$ cat src/rtl/pmc_pkg.sv
// Shared constants and types for the power mode controller
`default_nettype none
package pmc_pkg;
    // Register byte offsets
    localparam logic [7:0] OFF_MODE      = 8'h00;
    localparam logic [7:0] OFF_ACT_TMPL  = 8'h04;
    localparam logic [7:0] OFF_ALT_TMPL  = 8'h08;
    localparam logic [7:0] OFF_WAKE_EN   = 8'h0C;
    localparam logic [7:0] OFF_WAKE_STAT = 8'h10;
    localparam logic [7:0] OFF_TW_PERIOD = 8'h14;
    localparam logic [7:0] OFF_BOOST     = 8'h18;
    localparam logic [7:0] OFF_STATUS    = 8'h1C;

    // Widths
    localparam int NSUB  = 8;                  // Power-controllable subsystems
    localparam int NWAKE = 7;                  // Wakeup sources
    localparam int CPU_BIT = 0;                // Template bit of the processor

    // Wakeup source positions
    localparam int WK_PERIPH = 0;
    localparam int WK_SUPV   = 1;
    localparam int WK_TW     = 2;
    localparam int WK_PIN    = 3;
    localparam int WK_XRST   = 4;
    localparam int WK_WDOG   = 5;
    localparam int WK_PLVR   = 6;

    // Field positions in the boost register
    localparam int BOOST_VSEL_LSB = 0;
    localparam int BOOST_VSEL_W   = 6;
    localparam int BOOST_STBY_BIT = 8;
    localparam logic [5:0] VSEL_MAX = 6'h20;   // 1.8 V + 32 * 100 mV = 5.0 V

    // Reset values
    localparam logic [7:0]  ACT_TMPL_RST  = 8'hFF;
    localparam logic [7:0]  ALT_TMPL_RST  = 8'hFE;
    localparam logic [6:0]  WAKE_EN_RST   = 7'h7F;
    localparam logic [15:0] TW_PERIOD_RST = 16'h03E8;
    localparam logic [5:0]  VSEL_RST      = 6'h0F;

    // Mode request codes
    localparam logic [1:0] REQ_ACTIVE = 2'h0;
    localparam logic [1:0] REQ_ALT    = 2'h1;
    localparam logic [1:0] REQ_SLEEP  = 2'h2;
    localparam logic [1:0] REQ_HIB    = 2'h3;

    // Timing
    localparam int CLK_MHZ         = 200;
    localparam int SLEEP_RESUME_US = 15;
    localparam int SLEEP_RESUME_CYC = SLEEP_RESUME_US * CLK_MHZ;
    localparam int HIB_RESUME_US   = 100;
    localparam int HIB_RESUME_CYC  = HIB_RESUME_US * CLK_MHZ - 1;
    localparam int BOOST_KHZ       = 400;
    localparam int BOOST_DIV       = CLK_MHZ * 1000 / BOOST_KHZ;
    localparam int TW_US_DIV       = CLK_MHZ;  // One microsecond tick

    // Global power modes
    typedef enum logic [2:0] {
        M_ACTIVE,
        M_ALT,
        M_SLEEP,
        M_SLEEP_RESUME,
        M_HIB,
        M_HIB_RESUME
    } mode_t;
endpackage : pmc_pkg
`default_nettype wire

$ cat src/rtl/tw_if.sv
// Link between the controller and its periodic timewheel
`default_nettype none
interface tw_if;
    logic        run;      // Timewheel counting allowed
    logic [15:0] period;   // Period in microseconds
    logic        tick;     // One-cycle periodic event
    modport ctrl (output run, output period, input tick);
    modport wheel (input run, input period, output tick);
endinterface : tw_if
`default_nettype wire

$ cat src/rtl/timewheel.sv
// Periodic timewheel that raises a wakeup tick
`default_nettype none
module timewheel (
    input  wire logic pclk,     // System clock
    input  wire logic presetn,  // Async reset, active low
    tw_if.wheel       tw        // Controller link
);
    logic [7:0]  us_q;          // Microsecond prescaler
    logic [15:0] cnt_q;         // Microseconds elapsed
    logic        tick_q;        // Registered tick
    logic        us_tick;       // One-microsecond enable

    assign us_tick = (us_q == 8'(pmc_pkg::TW_US_DIV - 1));
    assign tw.tick = tick_q;

    // Prescaler to a one-microsecond enable
    always_ff @(posedge pclk or negedge presetn)
    begin
        if (!presetn)
            us_q <= 8'h00;
        else if (!tw.run || us_tick)
            us_q <= 8'h00;
        else
            us_q <= us_q + 8'h01;
    end

    // Period counter, ticks once per period
    always_ff @(posedge pclk or negedge presetn)
    begin
        if (!presetn)
        begin
            cnt_q  <= 16'h0000;
            tick_q <= 1'b0;
        end
        else
        begin
            tick_q <= 1'b0;
            if (!tw.run || tw.period == 16'h0000)
                cnt_q <= 16'h0000;
            else if (us_tick)
            begin
                if (cnt_q >= tw.period - 16'h0001)
                begin
                    cnt_q  <= 16'h0000;
                    tick_q <= 1'b1;         // Periodic wake event
                end
                else
                    cnt_q <= cnt_q + 16'h0001;
            end
        end
    end
endmodule : timewheel
`default_nettype wire

$ cat src/rtl/power_mode_controller.sv
// Global power mode controller with APB registers and boost coordination
`default_nettype none
// How it works
// - Active mode applies active template bits
// - Disabled resources lose clock and bias
// - Processor may disable itself; wake re-enables
// - Wake forces active mode and processor on
// - Reset starts in active mode
// - Alternate active uses its own template
// - Sleep exit waits 15 us resume
// - Hibernate holds state, outputs, pin settings
// - Hibernate exits on pin interrupt, under 100 us
// - Enabled interrupts and resets act as wakeups
// - Central timewheel gives periodic wake interrupts
// - Boost voltage 1.8 to 5.0 V, 100 mV steps
// - Boost oscillator 400 kHz; active or standby
// - Boost active in active and alternate active
// - Sleep with boost standby wakes periodically
// - Boost kept active during hibernate
// - Sleep disables resources regardless of templates
// - Separate template register per templated mode
module power_mode_controller #(
    parameter int HIB_RESUME_CYCLES = pmc_pkg::HIB_RESUME_CYC  // Hibernate resume length
) (
    input  wire logic        pclk,          // System clock, 200 MHz
    input  wire logic        presetn,       // Async reset, active low
    input  wire logic        psel,          // APB select
    input  wire logic        penable,       // APB enable
    input  wire logic        pwrite,        // APB direction
    input  wire logic [7:0]  paddr,         // APB byte address
    input  wire logic [31:0] pwdata,        // APB write data
    output logic      [31:0] prdata,        // APB read data
    output logic             pready,        // APB ready
    output logic             pslverr,       // APB error
    input  wire logic        periph_irq,    // Peripheral interrupt, async
    input  wire logic        supervisor_irq, // Power supervisor interrupt, async
    input  wire logic        pin_interrupt_unit, // Pin interrupt, async
    input  wire logic        external_reset_pin, // External reset event, async
    input  wire logic        watchdog_reset_source, // Watchdog reset event, async
    input  wire logic        precise_low_voltage_reset, // Precise LV reset event, async
    output logic      [7:0]  clk_en,        // Per-subsystem clock enable
    output logic      [7:0]  bias_en,       // Per-subsystem analog bias enable
    output logic             cpu_en,        // Processor enable
    output logic             retain,        // Hold config, memory and pin state
    output logic             boost_active,  // Boost mode: 1 active, 0 standby
    output logic      [5:0]  boost_vsel,    // Boost voltage code
    output logic             boost_osc_tick // 400 kHz switching enable
);
    ////////////////////////////////////////////////////////////////////////
    // Declarations
    pmc_pkg::mode_t  mode_q;                 // Global power mode
    logic [7:0]  act_tmpl_q;                 // Active template
    logic [7:0]  alt_tmpl_q;                 // Alternate active template
    logic [6:0]  wake_en_q;                  // Wakeup enables
    logic [6:0]  wake_stat_q;                // Sticky wakeup status
    logic [15:0] tw_period_q;                // Timewheel period
    logic [5:0]  vsel_q;                     // Boost voltage code
    logic        stby_q;                     // Boost standby in sleep allowed
    logic [14:0] resume_q;                   // Resume countdown
    logic [8:0]  bdiv_q;                     // Boost oscillator divider
    logic [31:0] prdata_q;                   // Registered read data
    logic [7:0]  en_q;                       // Registered subsystem enable
    logic [5:0]  src_raw;                    // Raw async sources
    logic [5:0]  s1_q;                       // Synchroniser first stage
    logic [5:0]  s2_q;                       // Synchroniser second stage
    logic [5:0]  s3_q;                       // Edge history
    logic [6:0]  src_evt;                    // Source events this cycle
    logic [6:0]  wake_hit;                   // Enabled events
    logic        wake;                       // Wakeup this cycle
    logic        setup;                      // APB setup phase
    logic        wr;                         // APB write access
    logic        mapped;                     // Address decodes
    logic        mode_wr;                    // Mode request write
    tw_if        tw ();                      // Timewheel link

    ////////////////////////////////////////////////////////////////////////
    // Timewheel
    timewheel u_tw (
        .pclk    (pclk),
        .presetn (presetn),
        .tw      (tw)
    );
    assign tw.run    = (mode_q != pmc_pkg::M_HIB);  // No clocks in hibernate
    assign tw.period = tw_period_q;

    ////////////////////////////////////////////////////////////////////////
    // Wakeup source synchronisers and edge detection
    assign src_raw = {precise_low_voltage_reset, watchdog_reset_source, external_reset_pin,
                      pin_interrupt_unit, supervisor_irq, periph_irq};

    // Two flops per async source, then an edge-history flop
    always_ff @(posedge pclk or negedge presetn)
    begin
        if (!presetn)
        begin
            s1_q <= 6'h00;
            s2_q <= 6'h00;
            s3_q <= 6'h00;
        end
        else
        begin
            s1_q <= src_raw;
            s2_q <= s1_q;
            s3_q <= s2_q;
        end
    end

    // Rising edges and the timewheel tick mapped onto wakeup source positions
    assign src_evt[pmc_pkg::WK_PERIPH] = s2_q[0] & ~s3_q[0];
    assign src_evt[pmc_pkg::WK_SUPV]   = s2_q[1] & ~s3_q[1];
    assign src_evt[pmc_pkg::WK_TW]     = tw.tick;
    assign src_evt[pmc_pkg::WK_PIN]    = s2_q[2] & ~s3_q[2];
    assign src_evt[pmc_pkg::WK_XRST]   = s2_q[3] & ~s3_q[3];
    assign src_evt[pmc_pkg::WK_WDOG]   = s2_q[4] & ~s3_q[4];
    assign src_evt[pmc_pkg::WK_PLVR]   = s2_q[5] & ~s3_q[5];

    // Which events may wake, depending on mode
    always_comb
    begin
        wake_hit = src_evt & wake_en_q;
        if (mode_q == pmc_pkg::M_HIB)
            wake_hit = src_evt & 7'(1 << pmc_pkg::WK_PIN);         // Pin only
        else if (mode_q == pmc_pkg::M_SLEEP && stby_q)
            wake_hit[pmc_pkg::WK_TW] = src_evt[pmc_pkg::WK_TW];    // Boost refresh
    end
    assign wake = |wake_hit;

    ////////////////////////////////////////////////////////////////////////
    // APB decode
    assign setup   = psel & ~penable;
    assign wr      = psel & penable & pwrite;
    assign pready  = 1'b1;
    assign prdata  = prdata_q;
    always_comb
    begin
        mapped = 1'b1;
        if (paddr == pmc_pkg::OFF_MODE)           mapped = 1'b1;
        else if (paddr == pmc_pkg::OFF_ACT_TMPL)  mapped = 1'b1;
        else if (paddr == pmc_pkg::OFF_ALT_TMPL)  mapped = 1'b1;
        else if (paddr == pmc_pkg::OFF_WAKE_EN)   mapped = 1'b1;
        else if (paddr == pmc_pkg::OFF_WAKE_STAT) mapped = 1'b1;
        else if (paddr == pmc_pkg::OFF_TW_PERIOD) mapped = 1'b1;
        else if (paddr == pmc_pkg::OFF_BOOST)     mapped = 1'b1;
        else if (paddr == pmc_pkg::OFF_STATUS)    mapped = 1'b1;
        else                                      mapped = 1'b0;
    end
    assign pslverr = psel & penable & ~mapped;
    assign mode_wr = wr & (paddr == pmc_pkg::OFF_MODE);

    // Read data captured in the setup cycle
    always_ff @(posedge pclk or negedge presetn)
    begin
        if (!presetn)
            prdata_q <= 32'h0000_0000;
        else if (setup && !pwrite)
        begin
            if (paddr == pmc_pkg::OFF_MODE)
                prdata_q <= {29'h0, mode_q};
            else if (paddr == pmc_pkg::OFF_ACT_TMPL)
                prdata_q <= {24'h0, act_tmpl_q};
            else if (paddr == pmc_pkg::OFF_ALT_TMPL)
                prdata_q <= {24'h0, alt_tmpl_q};
            else if (paddr == pmc_pkg::OFF_WAKE_EN)
                prdata_q <= {25'h0, wake_en_q};
            else if (paddr == pmc_pkg::OFF_WAKE_STAT)
                prdata_q <= {25'h0, wake_stat_q};
            else if (paddr == pmc_pkg::OFF_TW_PERIOD)
                prdata_q <= {16'h0, tw_period_q};
            else if (paddr == pmc_pkg::OFF_BOOST)
                prdata_q <= {23'h0, stby_q, 2'h0, vsel_q};
            else if (paddr == pmc_pkg::OFF_STATUS)
                prdata_q <= {22'h0, boost_active, en_q[pmc_pkg::CPU_BIT], en_q};
            else
                prdata_q <= 32'h0000_0000;
        end
    end

    ////////////////////////////////////////////////////////////////////////
    // Configuration registers
    always_ff @(posedge pclk or negedge presetn)
    begin
        if (!presetn)
        begin
            act_tmpl_q  <= pmc_pkg::ACT_TMPL_RST;
            alt_tmpl_q  <= pmc_pkg::ALT_TMPL_RST;
            wake_en_q   <= pmc_pkg::WAKE_EN_RST;
            tw_period_q <= pmc_pkg::TW_PERIOD_RST;
            vsel_q      <= pmc_pkg::VSEL_RST;
            stby_q      <= 1'b0;
        end
        else
        begin
            if (wr && paddr == pmc_pkg::OFF_ACT_TMPL)
                act_tmpl_q <= pwdata[7:0];                       // Any time
            if (wr && paddr == pmc_pkg::OFF_ALT_TMPL)
                alt_tmpl_q <= pwdata[7:0];
            if (wr && paddr == pmc_pkg::OFF_WAKE_EN)
                wake_en_q <= pwdata[6:0];
            if (wr && paddr == pmc_pkg::OFF_TW_PERIOD)
                tw_period_q <= pwdata[15:0];
            if (wr && paddr == pmc_pkg::OFF_BOOST)
            begin
                // Codes above 5.0 V are clamped
                if (pwdata[5:0] > pmc_pkg::VSEL_MAX)
                    vsel_q <= pmc_pkg::VSEL_MAX;
                else
                    vsel_q <= pwdata[5:0];
                stby_q <= pwdata[pmc_pkg::BOOST_STBY_BIT];
            end
            if (wake)
                act_tmpl_q[pmc_pkg::CPU_BIT] <= 1'b1;            // Processor back on
        end
    end

    // Sticky wakeup status, write one to clear, set wins
    always_ff @(posedge pclk or negedge presetn)
    begin
        if (!presetn)
            wake_stat_q <= 7'h00;
        else if (wr && paddr == pmc_pkg::OFF_WAKE_STAT)
            wake_stat_q <= (wake_stat_q & ~pwdata[6:0]) | src_evt;
        else
            wake_stat_q <= wake_stat_q | src_evt;
    end

    ////////////////////////////////////////////////////////////////////////
    // Power mode sequencer
    always_ff @(posedge pclk or negedge presetn)
    begin
        if (!presetn)
        begin
            mode_q   <= pmc_pkg::M_ACTIVE;                        // Boot mode
            resume_q <= 15'h0000;
        end
        else
        begin
            case (mode_q)
                pmc_pkg::M_ACTIVE, pmc_pkg::M_ALT:
                begin
                    if (wake)
                        mode_q <= pmc_pkg::M_ACTIVE;
                    else if (mode_wr)
                    begin
                        case (pwdata[1:0])
                            pmc_pkg::REQ_ALT:   mode_q <= pmc_pkg::M_ALT;
                            pmc_pkg::REQ_SLEEP: mode_q <= pmc_pkg::M_SLEEP;
                            pmc_pkg::REQ_HIB:   mode_q <= pmc_pkg::M_HIB;
                            default:            mode_q <= pmc_pkg::M_ACTIVE;
                        endcase
                    end
                end
                pmc_pkg::M_SLEEP:
                begin
                    if (wake)
                    begin
                        mode_q   <= pmc_pkg::M_SLEEP_RESUME;
                        resume_q <= 15'(pmc_pkg::SLEEP_RESUME_CYC - 1);
                    end
                end
                pmc_pkg::M_HIB:
                begin
                    if (wake)
                    begin
                        mode_q   <= pmc_pkg::M_HIB_RESUME;
                        resume_q <= 15'(HIB_RESUME_CYCLES - 1);
                    end
                end
                pmc_pkg::M_SLEEP_RESUME, pmc_pkg::M_HIB_RESUME:
                begin
                    // Regulators settle, then straight to active
                    if (resume_q == 15'h0000)
                        mode_q <= pmc_pkg::M_ACTIVE;
                    else
                        resume_q <= resume_q - 15'h0001;
                end
                default:
                    mode_q <= pmc_pkg::M_ACTIVE;
            endcase
        end
    end

    ////////////////////////////////////////////////////////////////////////
    // Subsystem enables from the mode's template
    always_ff @(posedge pclk or negedge presetn)
    begin
        if (!presetn)
            en_q <= pmc_pkg::ACT_TMPL_RST;
        else if (mode_q == pmc_pkg::M_ACTIVE)
            en_q <= act_tmpl_q;
        else if (mode_q == pmc_pkg::M_ALT)
            en_q <= alt_tmpl_q;
        else
            en_q <= 8'h00;                                       // Templates ignored
    end
    assign clk_en  = en_q;                                       // Gated clocks
    assign bias_en = en_q;                                       // Bias off
    assign cpu_en  = en_q[pmc_pkg::CPU_BIT];

    // Retention: registers are never reset by mode, only outputs are held
    always_ff @(posedge pclk or negedge presetn)
    begin
        if (!presetn)
            retain <= 1'b0;
        else
            retain <= (mode_q == pmc_pkg::M_HIB);
    end

    ////////////////////////////////////////////////////////////////////////
    // Boost coordination
    always_ff @(posedge pclk or negedge presetn)
    begin
        if (!presetn)
            boost_active <= 1'b1;
        else if (mode_q == pmc_pkg::M_SLEEP)
            boost_active <= ~stby_q;                             // Standby allowed
        else if (mode_q == pmc_pkg::M_HIB)
            boost_active <= 1'b1;
        else
            boost_active <= 1'b1;
    end
    assign boost_vsel = vsel_q;

    // Fixed 400 kHz switching enable
    always_ff @(posedge pclk or negedge presetn)
    begin
        if (!presetn)
            bdiv_q <= 9'h000;
        else if (bdiv_q == 9'(pmc_pkg::BOOST_DIV - 1))
            bdiv_q <= 9'h000;
        else
            bdiv_q <= bdiv_q + 9'h001;
    end
    assign boost_osc_tick = boost_active && (bdiv_q == 9'h000);
endmodule : power_mode_controller
`default_nettype wire

$ cat config.mk
export PLATFORM = sky130hd
export DESIGN_NAME = power_mode_controller
export DESIGN_NICKNAME = d
export VERILOG_FILES = /design/src/rtl/pmc_pkg.sv /design/src/rtl/tw_if.sv /design/src/rtl/timewheel.sv /design/src/rtl/power_mode_controller.sv
export SDC_FILE = /design/constraint.sdc
export NUM_CORES = 1
export LEC_CHECK = 0
export BUFFER_PORTS_ARGS = -buffer_cell sky130_fd_sc_hd__buf_2
export CORE_UTILIZATION = 28
export CTS_BUF_LIST = sky130_fd_sc_hd__clkbuf_16
export DETAILED_ROUTE_END_ITERATION = 12
export PLACE_DENSITY_LB_ADDON = 0.08
export SKIP_LAST_GASP = 1
export SLEW_MARGIN = 25
export SYNTH_ARGS = -nofsm -noshare
export SYNTH_HDL_FRONTEND = slang
export SYNTH_SLANG_ARGS = --single-unit
$ cat constraint.sdc
create_clock -name pclk -period 3.9 [get_ports pclk]
set_input_delay 0.195 -clock pclk [delete_from_list [all_inputs] [get_ports pclk]]
set_output_delay 0.195 -clock pclk [all_outputs]
set_load 0.02 [all_outputs]
==> results <==
- The flow ran to the end, and the final reports show no timing, DRC or antenna violations.
- Tracing the worst setup path back leads to its startpoint at tw.period[0].
- The amount of wire on met2 after detailed routing is 10040 um.
- The nature of the critical path endpoint is a flip-flop.
- The number of levels the H-tree was split into is 4.
- In the finished design, the share of the clock period the worst path needs comes to 0.8709.
- The tightest hold margin is 28.80 ps.
- The filler cell count is 2808.
- Measured in cells, the most critical reg-to-reg path has a length of 14.
- The clock drives 149 sinks.
- At the end of the flow the core is filled with cells to 0.3411.
- In the final design database the tool counted 909 nets.
- The endpoint arrival time on the critical path is 3670 ps.
- The largest stage delay on the critical path is 670 ps.
- The top cell type by total area after synthesis is dfrtp_1.
- Counting I/O delays and the setup requirement, the final critical path takes 3396 ps.
- The final layout contains routed wiring with a total length of 21470 um.
- The maximum number of pins on one net before global-route repair is 103.
- The average via count per standard cell is 4.859.
- The min-delay analysis places its worst path in the category primary input to flip-flop.
- The combined buffer and inverter count along the critical path is 2.
- The type of the worst setup path is flip-flop to flip-flop.
- The die outline height is 169.3 um.
- The leading register cell type out of synthesis is dfrtp_1.
- At the end of routability-driven placement, the weighted congestion stood at 0.7976.
- The clock tree from TritonCTS is built.
- Setup repair after global routing left no endpoint under its margin.
- The count of antenna-violating nets left after detailed routing is 0.
- Data on the critical path is required at its endpoint by 4170 ps.
- The worst reg2reg path endpoint is u_tw.cnt_q[5].
- Of the total power, combinational logic draws 0.195.
- In this run the cell area of the synthesized design comes to 0.007834 mm2.
- The hold violation total from the final report is 0.
- Before antenna repair, the detailed router went through 5 iterations.
- The worst-case IR drop observed on VDD is 0.2624 mV.
- The reg-to-reg critical path startpoint is tw.period[0].
- Buffers inserted during clock tree synthesis total 17.
- Setup slack on the worst reg-to-reg path comes out at 500 ps.
- The count of unresolved DRC violations after routing is 0.
- In the synthesized netlist, the number of instances is 766.
- The post-synthesis cell type count is 69.
- The switching part of the total is 0.3229.
- The share of total power in sequential cells is 0.401.
- The number of max-cap violations is 0.
- The post-CTS setup buffer count is 0.
- 111 I/O pins were placed.
- The power dissipated by switching net loads is 0.001492 W.
- In this run the static leakage power is 4.186 nW.
- The clock-pin slew reported for the worst setup and hold paths after clock tree synthesis is 70 ps.
- From left edge to right edge, the die measures 169.3 um.
- The average wire length per cell after detail routing is 17.57 um.
- The count of state elements after synthesis is 149.
- The floorplan step defined a die boundary enclosing 0.02865 mm2.
- For this run, the total global-route usage over all layers was measured as 0.1559.
- The number of antenna violations at the first check in global routing is 1.
- The count of final setup violators is 0.
- The tree is rooted in a clkbuf_16.
- The sequential fraction of the synthesis area is 0.4825.
- Ranked by instance count, the synthesized netlist is headed by dfrtp_1, nand2_1, nor2_1, dfstp_2, o21ai_0.
- The area share of the largest cell type after synthesis is 0.3450.
- Yosys mapped a number of flops with a built-in enable equal to 0.
- The critical path ends at u_tw.cnt_q[5].
- The HPWL after detailed placement is 15200 um.
- The count of final max-slew check failures is 0.
- The number of warning messages in the yosys log is 0.
- Summing all flip-flop and latch instances after layout gives 0.003780 mm2.
- The most frequent cell on the critical path is ha_1.
- The clock skew after layout is 15.18 ps.
- In the final routing, the length of wire on met1 measures 10580 um.
- The most common cell in the synthesized netlist is dfrtp_1.
- The top routing layer in use is met4.
- STA classifies the critical path startpoint as a flip-flop.
- The cell class contributing the biggest share of worst-path delay is simple AND/OR/NAND/NOR gates.
- The highest attainable clock frequency is 294.4 MHz.
- The initial core utilization is 0.2883.
- The slowest library cell on the worst path is or4b_1.
- After synthesis, the mean cell area works out to 10.23 um2.
- The fraction of registers with async set/reset is 1.000.
- Detailed routing placed a total of 680 um of wire on met3.
- The via total after detailed routing is 5938.
- The number of design-rule violations left by the first detailed-router iteration is 301.
- The total power of the final layout is 0.004621 W.
- The total power density per cell area is 498.6 mW/mm2.
- The part of the power in the clock network is 0.404.
- The maximum fanout along the worst path is 11.
- The clock reaches the later pin of the worst-skew pair after 430 ps.
- The leftover overflow at the end of global routing is 0.
- The number of buffers on the longest clock path is 2.
- The via count of the first global-routing pass is 5869.
- The remaining max-slew budget at the tightest pin is 0.3913.
- In the final layout, the multi-input gates occupy 0.003687 mm2.
- The depth of the critical timing path with buffers and inverters included is 14.
- The ratio of cells with drive above 1 in the final layout is 0.2521.
- The signal on the critical path passes through inv_1 > ha_1 > nand2b_1 > or4b_1 > nor2_1 > xnor2_1 > ha_1 > nand2_1 > o21ai_0 > a41oi_1 > or2_2 > o211ai_1 > buf_4 > a21oi_1.
- During placement, the flow inserted port buffers numbering 77.
- Along the worst hold path, the cell count comes to 2.
- The summed negative setup slack over all endpoints is 0 ps.
- The initialized floorplan defines 60 standard-cell rows.
- Compared with the post-synthesis result, the final layout area differs by 18.32%.
- In this run the standard cell core region covers 0.02718 mm2.
- For the pin with the worst max-slew slack, the measured transition is 906.1 ps.
- After synthesis, the cell types taking the most area are dfrtp_1, dfstp_2, mux2_2, nand2_1, ha_1.
- Internal power comes to 0.003129 W.
- The first global-routing pass estimated 33930 um of wire.
[kinds of logic after synthesis]
kind of cell	synth area share
simple gates	0.1691
flops	0.4825
compound gates	0.1222
buf+inv	0.05494
mux	0.08481
xor+xnor	0.05031
fa+ha+maj	0.03514
other cells	0.0009587
[routing by layer]
| metal | GRT usage | up-vias |
|---|---|---|
| met5 | 0 | - |
| met3 | 0.03078 | 10 |
| met1 | 0.2169 | 2987 |
| li1 | - | 2821 |
| met2 | 0.2487 | 120 |
| met4 | 0.03604 | 0 |
[worst min path at each step]
stage | startpoint | endpoint
after floorplan | presetn | alt_tmpl_q[0]
after global placement | precise_low_voltage_reset | s1_q[5]
after detailed placement | precise_low_voltage_reset | s1_q[5]
after CTS | pwdata[10] | tw.period[10]
after global routing | pwdata[10] | tw.period[10]
final | pwdata[10] | tw.period[10]
[stage by stage]
stage / setup slack, ps / instances / area, um2
final: 503.6 / 1222 / 9269
after global routing: 215.6 / 1221 / 9266
after CTS: 454.3 / 1221 / 9256
after detailed placement: 458.3 / 1177 / 8476
after global placement: 531.3 / 1177 / 8476
after floorplan: 563.0 / 781 / 7890
[layout by cell type, fill, tap and decap left out, types with 4 or more instances in the layout]
cell type / count
mux2_2: 37
conb_1: 17
o21ai_0: 40
mux2i_1: 18
nor4_1: 8
nand3b_1: 6
a22o_1: 15
inv_8: 5
a211oi_1: 6
nor3_1: 20
o211ai_1: 4
ha_1: 22
inv_1: 25
and3_1: 7
clkbuf_16: 17
nor2_1: 54
dfstp_2: 41
xnor2_1: 23
bufinv_16: 4
nand4_1: 13
dfrtp_1: 108
buf_4: 6
buf_2: 76
xor2_1: 22
nor2b_1: 4
or3_1: 7
nand2_1: 79
a21o_1: 11
a31oi_1: 5
dlygate4sd3_1: 12
nand3_1: 22
nand2b_1: 11
o31ai_1: 4
a21oi_1: 34
[flip-flops by register name (all words and copies together), names as in the netlist, 3 cells and up]
name	count
tw.period	16
wake_en_q	7
s3_q	6
resume_q	15
act_tmpl_q	8
boost_vsel	6
alt_tmpl_q	8
prdata	16
bdiv_q	9
u_tw.us_q	8
bias_en	8
mode_q	3
s2_q	6
wake_stat_q	7
u_tw.cnt_q	16
s1_q	6
[power by group through the flow]
stage / Combinational, W / Clock [W] / Sequential [W]
finish: 0.000903 / 0.00187 / 0.00185
global route: 0.00100 / 0.00198 / 0.00187
CTS: 0.000906 / 0.00192 / 0.00185
detailed placement: 0.000892 / 0 / 0.00187
global placement: 0.000883 / 0 / 0.00187
floorplan: 0.000657 / 0 / 0.00183
[timing repair]
| action | 4_1_cts | 5_1_grt |
|---|---|---|
| hold endpoints to repair | 84 | 0 |
| resized for setup | 0 | 0 |
| hold buffers | 12 | 0 |
[final cells by class]
cell class,count,share of cell area
Antenna cell,1,0.0002700
Clock buffer,17,0.04590
Clock inverter,15,0.02538
Inverter,25,0.01012
Multi-Input combinational cell,547,0.3978
Sequential cell,149,0.4078
Tap cell,372,0.05022
Timing Repair Buffer,96,0.06250
Note: power is estimated with default switching activity, not from simulation.
